==> config.mk <==
export PLATFORM = sky130hd
export DESIGN_NAME = code_bank_mapper
export DESIGN_NICKNAME = d
export VERILOG_FILES = /design/src/bank_map_pkg.sv /design/src/code_bank_mapper.sv
export SDC_FILE = /design/constraint.sdc
export NUM_CORES = 1
export LEC_CHECK = 0
export BUFFER_PORTS_ARGS = -buffer_cell sky130_fd_sc_hd__buf_2
export CORE_MARGIN = 2
export CORE_UTILIZATION = 45
export DETAILED_ROUTE_END_ITERATION = 10
export PLACE_DENSITY = 0.86
export SYNTH_ARGS = -nofsm -noshare
export SYNTH_HDL_FRONTEND = slang
export SYNTH_SLANG_ARGS = --single-unit
==> constraint.sdc <==
create_clock -name mclk -period 0.8 [get_ports mclk]
set_input_delay 0.08 -clock mclk [delete_from_list [all_inputs] [get_ports mclk]]
set_output_delay 0.08 -clock mclk [all_outputs]
set_load 0.005 [all_outputs]
==> src/bank_map_pkg.sv <==
/*
 bank_map_pkg: constants shared by the code bank mapper.
 Assumes nothing of its surroundings.
*/
package bank_map_pkg;
	// ----------------------------------------
	// special-function register map
	// ----------------------------------------
	localparam logic [7:0] bank_select_addr = 8'hb1;
	localparam logic [7:0] store_control_addr = 8'h8f;
	localparam logic [7:0] bank_select_reset = 8'h11;
	localparam logic [7:0] store_control_reset = 8'h00;
	localparam int const_field_lo = 4;
	localparam int fetch_field_lo = 0;
	localparam int write_enable_bit = 0;
	localparam logic [7:0] bank_select_rw_mask = 8'h33;
	// ----------------------------------------
	// address space
	// ----------------------------------------
	localparam logic [7:0] sfr_base = 8'h80;
	localparam logic [16:0] reserved_base = 17'h1fc00;
	localparam logic [7:0] opcode_alias_nop = 8'ha5;
	localparam logic [7:0] opcode_nop = 8'h00;
	localparam int data_ram_bytes = 256;
	// ----------------------------------------
	// branch target kinds
	// ----------------------------------------
	typedef enum logic [1:0] {
		branch_relative,
		branch_absolute,
		branch_long
	} branch_kind_t;
endpackage

==> src/code_bank_mapper.sv <==
/*
 code_bank_mapper: banked program store mapping, bank select and store control
 registers, operand address decode, branch targets and opcode alias.
 Assumes a core that gives one-cycle sfr write strobes and reads sfr data
 combinationally from a registered copy, all on mclk.
*/
`timescale 1ns/1ps

module code_bank_mapper import bank_map_pkg::*; #(
	parameter bit large_variant = 1'b1
) (
	input wire logic mclk, // system clock
	input wire logic arst_n, // async reset
	input wire logic clk_en, // freezes all state when low
	input wire logic [15:0] code_addr, // core code address
	input wire logic code_req, // code access strobe
	input wire logic code_is_fetch, // 1 fetch, 0 constant access
	input wire logic code_write, // external-move write to code
	input wire logic [15:0] fetch_pc, // address of running instruction
	input wire logic [7:0] sfr_addr, // direct operand address
	input wire logic sfr_write, // direct write strobe
	input wire logic sfr_read, // direct read strobe
	input wire logic [7:0] sfr_wdata, // direct write data
	input wire logic indirect, // access is indirect
	input wire logic [7:0] opcode_in, // opcode from fetch
	input wire logic [15:0] next_pc, // first byte of next instruction
	input wire logic [1:0] branch_kind, // branch_kind_t
	input wire logic [15:0] branch_operand, // rel, addr11 or addr16
	output logic [16:0] flash_addr, // linear flash address
	output logic flash_read, // flash read strobe
	output logic flash_write, // flash write strobe
	output logic [7:0] sfr_rdata, // sfr read data
	output logic ram_sel, // access hits data ram, direct below 0x80 or any indirect
	output logic sfr_sel, // direct access hits sfr
	output logic [7:0] opcode_out, // opcode after alias
	output logic [15:0] branch_target, // computed target
	output logic [7:0] bank_select_q, // bank select register
	output logic store_write_enable // write enable bit
);
	typedef struct packed {
		logic [7:0] bank_select;
		logic [7:0] store_control;
		logic [16:0] flash_addr;
		logic flash_read;
		logic flash_write;
		logic [7:0] sfr_rdata;
		logic ram_sel;
		logic sfr_sel;
		logic [7:0] opcode_out;
		logic [15:0] branch_target;
	} state_t;

	state_t st;
	state_t next_st;
	logic [1:0] bank;
	logic [1:0] fetch_bank;
	logic [1:0] const_bank;
	logic in_bank_zero;
	logic [15:0] rel_ext;

	assign fetch_bank = st.bank_select[fetch_field_lo +: 2];
	assign const_bank = st.bank_select[const_field_lo +: 2];
	assign rel_ext = {{8{branch_operand[7]}}, branch_operand[7:0]};
	// running code sits in bank zero when low half, or upper half with fetch field 00
	assign in_bank_zero = !fetch_pc[15] || fetch_bank == 2'b00;

	// ----------------------------------------
	// next state
	// ----------------------------------------
	always_comb begin
		next_st = st;
		bank = code_is_fetch ? fetch_bank : const_bank;
		// ---- code address mapping ----
		if (!large_variant) begin
			next_st.flash_addr = {1'b0, code_addr};
		end else if (!code_addr[15]) begin
			next_st.flash_addr = {2'b00, code_addr[14:0]};
		end else begin
			next_st.flash_addr = {bank, code_addr[14:0]};
		end
		next_st.flash_read = code_req && !code_write;
		next_st.flash_write = code_req && code_write
			&& st.store_control[write_enable_bit];
		// ---- direct operand decode ----
		next_st.ram_sel = (sfr_read || sfr_write) && (indirect || sfr_addr < sfr_base);
		next_st.sfr_sel = (sfr_read || sfr_write) && !indirect && sfr_addr >= sfr_base;
		next_st.sfr_rdata = 8'h00;
		if (sfr_read && !indirect && sfr_addr == bank_select_addr) begin
			next_st.sfr_rdata = st.bank_select & bank_select_rw_mask;
		end else if (sfr_read && !indirect && sfr_addr == store_control_addr) begin
			next_st.sfr_rdata = st.store_control;
		end
		// ---- register writes, fetch field from bank zero only ----
		if (sfr_write && !indirect && sfr_addr == bank_select_addr) begin
			next_st.bank_select[const_field_lo +: 2] = sfr_wdata[const_field_lo +: 2];
			if (in_bank_zero) begin
				next_st.bank_select[fetch_field_lo +: 2] = sfr_wdata[fetch_field_lo +: 2];
			end
		end
		if (sfr_write && !indirect && sfr_addr == store_control_addr) begin
			next_st.store_control = sfr_wdata;
		end
		// ---- opcode alias ----
		next_st.opcode_out = (opcode_in == opcode_alias_nop) ? opcode_nop : opcode_in;
		// ---- branch targets ----
		unique case (branch_kind_t'(branch_kind))
			branch_relative: next_st.branch_target = next_pc + rel_ext;
			branch_absolute: next_st.branch_target =
				{next_pc[15:11], branch_operand[10:0]};
			branch_long: next_st.branch_target = branch_operand;
			default: next_st.branch_target = next_pc;
		endcase
	end

	// freeze on clk_en low; reset loads the register constants, all else zero
	always_ff @(posedge mclk or negedge arst_n) begin
		if (!arst_n) begin
			st <= '{bank_select: bank_select_reset, store_control: store_control_reset,
				default: '0};
		end else if (clk_en) begin
			st <= next_st;
		end
	end

	assign flash_addr = st.flash_addr;
	assign flash_read = st.flash_read;
	assign flash_write = st.flash_write;
	assign sfr_rdata = st.sfr_rdata;
	assign ram_sel = st.ram_sel;
	assign sfr_sel = st.sfr_sel;
	assign opcode_out = st.opcode_out;
	assign branch_target = st.branch_target;
	assign bank_select_q = st.bank_select;
	assign store_write_enable = st.store_control[write_enable_bit];

	// ----------------------------------------
	// checks
	// ----------------------------------------
	a_low_half_bank: assert property (@(posedge mclk) disable iff (!arst_n)
		clk_en && large_variant && code_req && !code_addr[15] |=> flash_addr[16:15] == 2'b00)
		else $error("low half not bank zero");
	a_fetch_bank_map: assert property (@(posedge mclk) disable iff (!arst_n)
		clk_en && large_variant && code_req && code_is_fetch && code_addr[15]
		|=> flash_addr[16:15] == $past(fetch_bank))
		else $error("fetch bank wrong");
	a_const_bank_map: assert property (@(posedge mclk) disable iff (!arst_n)
		clk_en && large_variant && code_req && !code_is_fetch && code_addr[15]
		|=> flash_addr[16:15] == $past(const_bank))
		else $error("constant bank wrong");
	a_offset_kept: assert property (@(posedge mclk) disable iff (!arst_n)
		clk_en && code_req |=> flash_addr[14:0] == $past(code_addr[14:0]))
		else $error("bank offset altered");
	a_fetch_guard: assert property (@(posedge mclk) disable iff (!arst_n)
		clk_en && !in_bank_zero |=> fetch_bank == $past(fetch_bank))
		else $error("fetch field changed outside bank zero");
	a_reserved_zero: assert property (@(posedge mclk) disable iff (!arst_n)
		bank_select_q[7:6] == 2'b00 && sfr_rdata[7:6] == 2'b00)
		else $error("reserved bits nonzero");
	a_write_protect: assert property (@(posedge mclk) disable iff (!arst_n)
		flash_write |-> $past(store_write_enable) && $past(code_write))
		else $error("unprotected flash write");
	a_direct_split: assert property (@(posedge mclk) disable iff (!arst_n)
		clk_en && sfr_read && !indirect |=> sfr_sel == $past(sfr_addr[7]) && ram_sel != sfr_sel)
		else $error("direct decode wrong");
	a_alias_nop: assert property (@(posedge mclk) disable iff (!arst_n)
		clk_en && opcode_in == opcode_alias_nop |=> opcode_out == opcode_nop)
		else $error("alias opcode not nop");
	a_abs_page: assert property (@(posedge mclk) disable iff (!arst_n)
		clk_en && branch_kind == 2'd1 |=> branch_target[15:11] == $past(next_pc[15:11]))
		else $error("absolute target left page");
	a_rel_target: assert property (@(posedge mclk) disable iff (!arst_n)
		clk_en && branch_kind == 2'd0 |=> branch_target == $past(next_pc) + $past(rel_ext))
		else $error("relative target wrong");
	// a write attempt without the enable bit must leave the store untouched
	a_read_only: assert property (@(posedge mclk) disable iff (!arst_n)
		clk_en && code_req && code_write && !store_write_enable |=> !flash_write)
		else $error("flash write without enable");
	a_read_strobe: assert property (@(posedge mclk) disable iff (!arst_n)
		clk_en |=> flash_read == ($past(code_req) && !$past(code_write)))
		else $error("flash read strobe wrong");
	// flat variant ignores both bank fields
	a_flat_map: assert property (@(posedge mclk) disable iff (!arst_n)
		clk_en && !large_variant && code_req |=> flash_addr == {1'b0, $past(code_addr)})
		else $error("flat address altered");
	a_const_zero: assert property (@(posedge mclk) disable iff (!arst_n)
		clk_en && large_variant && code_req && !code_is_fetch && code_addr[15]
		&& const_bank == 2'b00 |=> flash_addr[16:15] == 2'b00)
		else $error("constant code 00 not bank zero");
	// constant field always taken, fetch field only from bank zero
	a_const_write: assert property (@(posedge mclk) disable iff (!arst_n)
		clk_en && sfr_write && !indirect && sfr_addr == bank_select_addr
		|=> const_bank == $past(sfr_wdata[5:4]))
		else $error("constant field write lost");
	a_fetch_write: assert property (@(posedge mclk) disable iff (!arst_n)
		clk_en && sfr_write && !indirect && sfr_addr == bank_select_addr && in_bank_zero
		|=> fetch_bank == $past(sfr_wdata[1:0]))
		else $error("fetch field write lost");
	a_long_target: assert property (@(posedge mclk) disable iff (!arst_n)
		clk_en && branch_kind == 2'd2 |=> branch_target == $past(branch_operand))
		else $error("long target wrong");
	a_abs_low: assert property (@(posedge mclk) disable iff (!arst_n)
		clk_en && branch_kind == 2'd1 |=> branch_target[10:0] == $past(branch_operand[10:0]))
		else $error("absolute target low bits wrong");
	// indirect accesses above 0x7f land in the upper ram, never the sfr space
	a_indirect_ram: assert property (@(posedge mclk) disable iff (!arst_n)
		clk_en && (sfr_read || sfr_write) && indirect |=> ram_sel && !sfr_sel)
		else $error("indirect access left ram");
	a_sel_idle: assert property (@(posedge mclk) disable iff (!arst_n)
		clk_en && !sfr_read && !sfr_write |=> !ram_sel && !sfr_sel)
		else $error("select without access");
endmodule

==> results of run 1 <==
[sequential cells by signal (all words and copies together) (netlist names)]
signal and flops:
st 7, sfr_rdata 8, bank_select_q 4, sfr_sel 1, opcode_out 8, flash_read 1
store_write_enable 1, flash_addr 17, flash_write 1, ram_sel 1, branch_target 16
[layout by cell type, fill, tap and decap left out, drive strengths merged, types with 4 or more instances in the layout]
| master | netlist | layout |
|---|---|---|
| conb | 1 | 4 |
| mux2 | 34 | 34 |
| mux2i | 12 | 12 |
| nand2 | 29 | 29 |
| a211oi | 6 | 6 |
| inv | 22 | 25 |
| clkbuf | 10 | 9 |
| xnor2 | 6 | 6 |
| a22oi | 8 | 8 |
| a21o | 6 | 6 |
| o211ai | 7 | 7 |
| dlygate4sd3 | 0 | 31 |
| buf | 62 | 240 |
| o22ai | 4 | 4 |
| nand3 | 8 | 8 |
| ha | 15 | 15 |
| nor2 | 23 | 23 |
| xor2 | 5 | 5 |
| o21ai | 44 | 44 |
| dfrtp | 63 | 63 |
| a21oi | 22 | 22 |
[stage by stage]
stage          setup TNS, ns  total power [mW]  instance area [um^2]
2_1_floorplan         -17.79              5.13                  4330
3_3_place_gp          -30.17              5.85                  5240
3_5_place_dp          -32.46              5.95                  5240
4_1_cts               -20.93              9.08                  6200
5_1_grt               -26.11              9.73                  6410
6_report              -22.39              9.30                  6410
[metal layers]
layer | vias up | GRT usage | part of all wire
met5 | - | 0 | 0
met4 | 0 | 0.125 | 0.029
met3 | 37 | 0.0536 | 0.060
met2 | 195 | 0.511 | 0.56
met1 | 1995 | 0.264 | 0.35
li1 | 1880 | - | -
[tightest hold or removal path: stages]
cell and delay (ns):
buf_2 0.11, nand4_1 0.09, o21ai_1 0.07
[how the worst max path moves through the flow]
stage / from / endpoint / slack [ns] / cells past startpoint
2_1_floorplan: next_pc[0] / branch_target[12]$_DFFE_PN0P_ / -0.78 / 8
3_3_place_gp: next_pc[0] / branch_target[12]$_DFFE_PN0P_ / -1.02 / 9
3_5_place_dp: next_pc[0] / branch_target[12]$_DFFE_PN0P_ / -1.11 / 9
4_1_cts: next_pc[0] / branch_target[12]$_DFFE_PN0P_ / -0.70 / 9
5_1_grt: next_pc[0] / branch_target[12]$_DFFE_PN0P_ / -0.87 / 9
6_report: next_pc[0] / branch_target[14]$_DFFE_PN0P_ / -0.82 / 9
[repair_timing]
action / 4_1_cts / 5_1_grt
hold endpoints to repair: 98 / 0
resized for setup: 70 / 33
setup endpoints to repair: 95 / 102
pin swaps: 33 / 26
setup buffers: 23 / 14
cloned: 0 / 0
hold buffers: 31 / 0
[Yosys cell counts (2+ instances only)]
library cell / number / area share
a211oi_1: 4 / 0.0073
a211oi_2: 2 / 0.0061
a21o_1: 5 / 0.0091
a21oi_1: 21 / 0.025
a221oi_1: 2 / 0.0042
a22oi_1: 8 / 0.015
a31oi_1: 3 / 0.0045
and3_1: 3 / 0.0045
and4b_1: 2 / 0.0048
buf_2: 5 / 0.0061
buf_4: 57 / 0.10
clkbuf_1: 10 / 0.0091
dfrtp_1: 63 / 0.38
dfstp_2: 2 / 0.013
ha_1: 15 / 0.045
inv_1: 22 / 0.020
mux2_2: 32 / 0.087
mux2_4: 2 / 0.0073
mux2i_1: 12 / 0.029
nand2_1: 29 / 0.026
nand3_1: 8 / 0.0097
nand4_1: 3 / 0.0045
nor2_1: 23 / 0.021
nor2b_1: 3 / 0.0045
nor4bb_1: 2 / 0.0048
o211ai_1: 7 / 0.013
o21a_1: 3 / 0.0055
o21ai_0: 41 / 0.050
o21ai_1: 3 / 0.0036
o22ai_1: 4 / 0.0061
or3_1: 2 / 0.0030
xnor2_1: 6 / 0.013
xor2_1: 5 / 0.011
[final cells by class]
class / instances / share of cell area
inverters: 23 / 0.0135
multi-input cells: 271 / 0.369
well taps: 108 / 0.0211
clock inverters: 7 / 0.00839
clock buffers: 9 / 0.0193
flip-flops and latches: 65 / 0.254
repair buffers: 271 / 0.314
[power by group]
part | internal [mW] | switching, mW | total (mW)
registers | 3.55 | 0.145 | 3.69
clock network | 1.15 | 1.47 | 2.62
logic | 1.64 | 1.36 | 2.99
[logic make-up after synthesis]
group / count (synthesis)
AO/OA/AOI/OAI: 113
buffers and inverters: 95
AND/OR/NAND/NOR: 81
flip-flops: 65
multiplexers: 46
adder cells (fa/ha/maj): 16
XOR/XNOR: 11
other: 1
==> flow_summary.yaml, run 1 <==
critical_path:
  critical_path_class: "in2reg"
  worstRegToRegCells: 3
  reg2reg_from: "bank_select_q[0]$_DFFE_PN1P_"
  cp_top_family: "compound AO/OA/AOI/OAI gates"
  r2r-end: "flash_addr[15]$_DFFE_PN0P_"
  worstPathRequired_ns: 1.02
  critPathSlowestCell: "fa_2"
  cp_num_buf_inv: 1
  reg2reg_slack_ns: -0.15
  crit_path_max_fanout: 3
  end_kind: "flip-flop"
  cpPeakStageDelay_ns: 0.40
  path_common_cell: "o21ai_1"
  crit_arrival_ns: 1.84
  path_cells: "buf_8 > ha_4 > fa_2 > a211oi_4 > o211ai_1 > a31oi_1 > o21ai_1 > xnor2_1 > o21ai_1"
  start_kind: "input pin"
layout:
  syn2layout_area_growth_pct: 55.3
  layout.cells.non_filler: 754
  drive_gt1_frac: 0.545
  finish.utilization: 0.728
  fin_nets: 756
  multi_input_area_mm2: 0.00237
  n_fill_cell: 583
  diodes: 0
  ff_latch_area_mm2: 0.00163
outcome:
  violations: "setup timing"
  outcome: "finished, violations left"
synthesis:
  synth_xor_area_frac: 0.0233
  synthAdderAreaFrac: 0.0503
  synth_top_family_by_area: "compound AO/OA/AOI/OAI gates"
  post_synth_num_cell_types: 52
  ys_seq_area_frac: 0.394
  synth_edf_count: 0
  synth.area.mux_share: 0.124
  synth_compound_area_frac: 0.169
  synthCells: 428
  synthFlopType: "dfrtp_1"
  yosys_warnings: 0
  ys_ff_latch: 65
  netlist_area_mm2: 0.00413
  synth.avg_cell_area_um2: 9.65
  synthSimpleGateAreaFrac: 0.0985
  ys_async_sr_fraction: 1.00
sta:
  setup_viol: 99
  timing.fmax_mhz: 617
  finalHoldViolations: 0
  clock_skew_ns: 0.0126
  finalCritPeriodShare: 2.03
  maxSlewViolCount: 0
  rsz0062_at_grt: "yes"
  period_needed_ns: 1.62
  worst_slack_ns: -0.821
  whs_ns: 0.0624
drt:
  drtIter0Drc: 157
  postRouteAntennaNets: 0
  drt-vias-per-instance: 5.45
  firstDrtPassIters: 5
  drc_errors: 0
  wl_um: 13500
  vias: 4107
  avgRoutedWirePerCell_um: 17.9
placement:
  post-dp-hpwl_um: 8410
  port_buffers: 141
  gp_congestion: 0.857
  placed_cells: 676
  place_ws_ns: -1.11
die:
  start_util: 0.469
  io_pins: 161
  core_mm2: 0.00881
  die_area_mm2: 0.00996
  die-height_um: 99.8
  fp.dieW_um: 99.8
  row_count: 34
grt:
  grt-ovfl-total: 0
  grt_pass1_vias: 4445
  grt_first_pass_wirelength_um: 20700
  grtUsageTotal: 0.263
  antenna_found_initial: 0
  grt_max_degree: 33
worst_hold_path:
  min_path_cells: 3
  hp-class: "in2reg"
  min_to: "flash_write$_DFFE_PN0P_"
  min_from: "code_write"
clock_network:
  clock_sinks: 65
  cts_buffer_depth: 2
  cts_buffers: 9
  root_buffer: "clkbuf_8"
  tritoncts: "built"
  clk_pin_slew_ns: 0.08
  clk_latency_ns: 0.34
  h-tree-depth: 3
power_and_ir_drop:
  power_density_mw_per_mm2: 1450
  leakagePower_nw: 3.07
  ir_drop_v: 0.00107
run:
  max_cap_viol_count: 0
Power figures use the tool's default switching activity.
==> run 2: changes to the inputs <==
--- a/config.mk
+++ b/config.mk
@@ -8,3 +8,3 @@
 export BUFFER_PORTS_ARGS = -buffer_cell sky130_fd_sc_hd__buf_2
-export CORE_MARGIN = 2
+export CORE_MARGIN = 4
 export CORE_UTILIZATION = 45
==> constraint.sdc (replaced) <==
create_clock -name mclk -period 0.8 [get_ports mclk]
set_input_delay 0.12 -clock mclk [delete_from_list [all_inputs] [get_ports mclk]]
set_output_delay 0.12 -clock mclk [all_outputs]
set_load 0.005 [all_outputs]
==> run 2 against run 1 <==
  * The run still ends with setup timing left
  * Critical path depth unchanged
  * Clock power is 3% lower
  * Die area is 8.2% higher
  * Highest routed layer unchanged
  * Worst setup slack better by 0.012 ns
  * Final cell count decreased by 0.66%
  * Design area down 0.57%
==> flow_summary.yaml, run 2 (synthesized netlist as in run 1, its figures left out) <==
layout:
  diodes: 0
  drive_gt1_frac: 0.602
  layout_common_cells: "buf_2 (129), buf_4 (96), dfrtp_1 (63)"
  final_area_mm2: 0.00638
  final_common_cell: "buf_2"
  syn2layout_area_growth_pct: 54.4
  n_fill_cell: 564
  finish.utilization: 0.724
  largest_register_ffs: 17
  fin_nets: 751
clock_network:
  root_buffer: "clkbuf_8"
  h-tree-depth: 3
  clock_sinks: 65
  tritoncts: "built"
  clk_pin_slew_ns: 0.08
  cts_buffer_depth: 2
  clk_latency_ns: 0.34
  cts_buffers: 9
placement:
  place_area_mm2: 0.00538
  place_ws_ns: -1.14
  post-dp-hpwl_um: 9160
  gp_congestion: 0.945
  port_buffers: 141
sta:
  fin_tns_setup_ns: -26.57
  maxSlewViolCount: 0
  timing.fmax_mhz: 622
  clock_skew_ns: 0.0138
  worst_slack_ns: -0.808
  setup_viol: 108
  finalCritPeriodShare: 2.01
  period_needed_ns: 1.61
  rsz0062_at_grt: "yes"
  finalHoldViolations: 0
power_and_ir_drop:
  swShare: 0.304
  power_density_mw_per_mm2: 1460
  p_clk_frac: 0.272
  leakagePower_nw: 3.15
  ir_drop_v: 0.000827
  seqPwrFrac: 0.398
  power.net_switching_mw: 2.83
  p_int_mw: 6.48
  p_comb_frac: 0.330
die:
  die_area_mm2: 0.0108
  core_mm2: 0.00881
  fp.dieW_um: 104
  row_count: 34
  start_util: 0.469
  die-height_um: 104
  io_pins: 161
critical_path:
  crit_path_max_fanout: 3
  crit_arrival_ns: 1.81
  start_kind: "input pin"
  end_kind: "flip-flop"
  reg2reg_slack_ns: -0.16
  critical_path_class: "in2reg"
  worstPathRequired_ns: 1.00
run:
  max_cap_viol_count: 0
grt:
  grt-ovfl-total: 0
  grt_max_degree: 30
  antenna_found_initial: 0
  grtUsageTotal: 0.227
  grt_first_pass_wirelength_um: 20400
  grt_pass1_vias: 4199
drt:
  drtIter0Drc: 193
  firstDrtPassIters: 5
  vias: 4067
  drc_errors: 0
  avgRoutedWirePerCell_um: 17.6
  drt-vias-per-instance: 5.43
  postRouteAntennaNets: 0
  wl_um: 13200
outcome:
  violations: "setup timing"
  outcome: "finished, violations left"
worst_hold_path:
  hp-class: "in2reg"
## run 2: cell types whose count changed in the layout (fill, tap and decap cells not counted), moves of 3 or more
cell	change
buf_4	+20
a21oi_1	-3
o21ai_2	+4
a21oi_2	+3
mux2_2	-18
buf_2	+3
dlygate4sd3_1	-28
mux2_4	+18
## run 2: final timing paths
check	from	end	cells after the start
min in group asynchronous	arst_n	sfr_rdata[0]$_DFFE_PN0P_	2
hold / removal	sfr_wdata[2]	st[55]$_DFFE_PN0P_	2
setup / recovery	next_pc[0]	branch_target[12]$_DFFE_PN0P_	9
hold reg to reg	flash_addr[12]$_DFFE_PN0P_	flash_addr[12]$_DFFE_PN0P_	1
max in group asynchronous	arst_n	opcode_out[1]$_DFFE_PN0P_	3
setup reg to reg	branch_target[13]$_DFFE_PN0P_	branch_target[13]$_DFFE_PN0P_	4
## run 2: worst max-delay path: stages
cell and delay [ns]:
buf_8 0.10, ha_4 0.17, fa_2 0.38, a211oi_2 0.22
o211ai_1 0.19, nand4_1 0.17, a31oi_2 0.12, nor3_1 0.24
o31ai_2 0.10
## run 2: area by class of cell
class	instances	area [um^2]	share of cell area
inverter	23	86.3	0.0135
tap	108	135	0.0212
clock inverter	6	42.5	0.00667
clock buffer	10	138	0.0216
timing repair buffer	266	1880	0.295
sequential	65	1630	0.255
multi-input combinational	271	2470	0.387
## run 2: what timing repair did
action,4_1_cts,5_1_grt
endpoints found under the hold margin,67,0
setup endpoints to repair,100,113
buffers inserted,32,14
pin swaps,20,31
resized for setup,39,68
hold buffers,3,0
## run 2: metal layers
layer / routed length [um] / part of all wire / up-vias / GRT usage
met4: 440 / 0.033 / 0 / 0.0826
li1: - / - / 1869 / -
met3: 539 / 0.041 / 44 / 0.0410
met1: 4930 / 0.37 / 2003 / 0.256
met2: 7290 / 0.55 / 151 / 0.425
met5: 0 / 0 / - / 0
## run 2: power by group through the flow
| stage | clock, mW | sequential (mW) | combinational [mW] |
|---|---|---|---|
| final | 2.54 | 3.71 | 3.07 |
| after global routing | 2.76 | 3.73 | 3.30 |
| after CTS | 2.59 | 3.68 | 2.71 |
| after detailed placement | 0 | 3.76 | 2.35 |
| after global placement | 0 | 3.74 | 2.27 |
| after floorplan | 0 | 3.72 | 1.50 |
## run 2: stage by stage
step | hold WS [ns] | power [mW] | cells
detailed placement | 0.0288 | 6.11 | 688
finish | 0.0211 | 9.32 | 749
CTS | 0.00443 | 8.98 | 739
floorplan | -0.176 | 5.22 | 431
global placement | 0.0254 | 6.01 | 688
global route | -0.00370 | 9.79 | 749
==> run 3: changes to the inputs <==
Settings changed: CTS_CLUSTER_DIAMETER set to 150, PLACE_DENSITY 0.86 to unset, PLACE_DENSITY_LB_ADDON set to 0.3.
==> run 3 against run 2 <==
  * Combinational power fell by 6%
  * Sequential power barely moved
  * Global-route usage fell by 1.2 points
  * Power rose by 5.2%
  * Worst hold slack got worse by 0.0010 ns
  * The flow still finishes with violations (setup timing)
  * Maximum frequency rose by 7.7%
  * Sequential share of layout area rose by 0.24 points
  * Highest routed layer unchanged
  * Critical endpoint unchanged
  * Critical path depth did not move
==> flow_summary.yaml, run 3 (synthesized netlist as in run 1, its figures left out) <==
sta:
  fin_tns_setup_ns: -25.26
  setup_viol: 108
  clock_skew_ns: 0.00665
  rsz0062_at_grt: "yes"
  period_needed_ns: 1.49
  whs_ns: 0.0201
  maxSlewViolCount: 0
  finalCritPeriodShare: 1.87
  finalHoldViolations: 0
  timing.fmax_mhz: 670
  worst_slack_ns: -0.693
power_and_ir_drop:
  seqPwrFrac: 0.377
  power_density_mw_per_mm2: 1550
  ir_drop_v: 0.000732
  p_int_mw: 7.03
  p_clk_frac: 0.327
  leakagePower_nw: 3.12
  swShare: 0.282
  power.net_switching_mw: 2.77
  p_comb_frac: 0.296
placement:
  place_ws_ns: -1.14
  gp_congestion: 0.844
  post-dp-hpwl_um: 8400
  port_buffers: 141
die:
  core_mm2: 0.00881
  row_count: 34
  start_util: 0.469
  io_pins: 161
  fp.dieW_um: 104
  die-height_um: 104
  die_area_mm2: 0.0108
clock_network:
  clk_latency_ns: 0.34
  clock_sinks: 65
  cts_buffer_depth: 2
  root_buffer: "clkbuf_8"
  clk_pin_slew_ns: 0.07
  cts_buffers: 9
  h-tree-depth: 3
  tritoncts: "built"
critical_path:
  worstRegToRegCells: 3
  start_kind: "input pin"
  reg2reg_slack_ns: -0.15
  r2r-end: "flash_addr[16]$_DFFE_PN0P_"
  end_kind: "flip-flop"
  startpoint: "next_pc[0]"
  crit_arrival_ns: 1.75
  reg2reg_from: "bank_select_q[1]$_DFFE_PN0P_"
  critical_path_class: "in2reg"
  worstPathRequired_ns: 1.06
  crit_path_max_fanout: 3
  crit_end: "branch_target[12]$_DFFE_PN0P_"
drt:
  drt-vias-per-instance: 5.12
  firstDrtPassIters: 4
  drtIter0Drc: 126
  avgRoutedWirePerCell_um: 16.2
  drc_errors: 0
  vias: 3841
  wl_um: 12200
  postRouteAntennaNets: 0
worst_hold_path:
  hp-class: "in2reg"
  min_path_cells: 2
run:
  max_cap_viol_count: 0
grt:
  grt-ovfl-total: 0
  grt_pass1_vias: 3942
  grt_first_pass_wirelength_um: 19100
  grtUsageTotal: 0.216
  antenna_found_initial: 0
  grt_max_degree: 40
layout:
  diodes: 0
  syn2layout_area_growth_pct: 53.0
  final_common_cell: "buf_2"
  drive_gt1_frac: 0.569
  largest_register_ffs: 17
  n_fill_cell: 618
  layout_common_cells: "buf_2 (130), buf_4 (95), dfrtp_1 (63)"
  finish.utilization: 0.718
  fin_nets: 752
outcome:
  violations: "setup timing"
  outcome: "finished, violations left"
[run 3: changes by cell type in the layout (fill, tap and decap cells not counted), sizes merged]
cell / previous run / this run
buf: 262 / 251
bufinv: 0 / 2
clkinv: 4 / 3
clkinvlp: 2 / 1
dlygate4sd3: 3 / 15
[run 3: final cells by class]
cell class                 instances  area [um^2]  share of cell area
tap                              108          135              0.0214
timing repair buffer             267         1860               0.294
sequential                        65         1630               0.258
inverter                          23         86.3              0.0137
multi-input combinational        271         2380               0.377
clock inverter                     6         90.1              0.0143
clock buffer                      10          138              0.0218
[run 3: metal layers]
metal | vias to the layer above | track usage | wire [um] | part of all wire
li1 | 1870 | - | - | -
met1 | 1826 | 0.262 | 5110 | 0.42
met2 | 117 | 0.384 | 6240 | 0.51
met3 | 28 | 0.0330 | 533 | 0.044
met4 | 0 | 0.0807 | 299 | 0.025
met5 | - | 0 | 0 | 0
[run 3: through the flow]
| stage | cell area [um^2] | std cells | power, mW |
|---|---|---|---|
| after global routing | 6320 | 750 | 10.3 |
| after global placement | 5310 | 681 | 5.97 |
| final | 6320 | 750 | 9.80 |
| after floorplan | 4440 | 431 | 5.22 |
| after detailed placement | 5310 | 681 | 6.03 |
| after CTS | 6040 | 738 | 9.59 |
[run 3: worst min-delay path by stage]
stage	slack, ns	end	from
3_5_place_dp	0.13	st[57]$_DFFE_PN0P_	arst_n
3_3_place_gp	0.13	st[57]$_DFFE_PN0P_	arst_n
4_1_cts	0.001	flash_addr[14]$_DFFE_PN0P_	code_addr[14]
5_1_grt	0.002	flash_addr[14]$_DFFE_PN0P_	code_addr[14]
2_1_floorplan	-0.18	bank_select_q[1]$_DFFE_PN0P_	arst_n
6_report	0.02	flash_addr[11]$_DFFE_PN0P_	code_addr[11]
[run 3: power groups by stage]
stage,sequential (mW),combinational (mW),clock (mW)
floorplan,3.72,1.50,0
global placement,3.74,2.23,0
detailed placement,3.75,2.28,0
CTS,3.68,2.63,3.28
global route,3.73,3.15,3.47
finish,3.70,2.90,3.20
[run 3: timing repair]
action / CTS / global route
pin swaps: 25 / 27
gates resized for setup: 36 / 49
buffers inserted: 30 / 11
hold endpoints to repair: 76 / 3
hold buffers: 12 / 3
endpoints found under the setup margin: 96 / 109
[run 3: worst max-delay path: stages]
cell,delay (ns)
buf_8,0.10
ha_4,0.16
fa_2,0.36
a211oi_2,0.22
o211ai_1,0.18
nand4_1,0.14
a31oi_1,0.11
o21a_1,0.20
o31ai_2,0.16
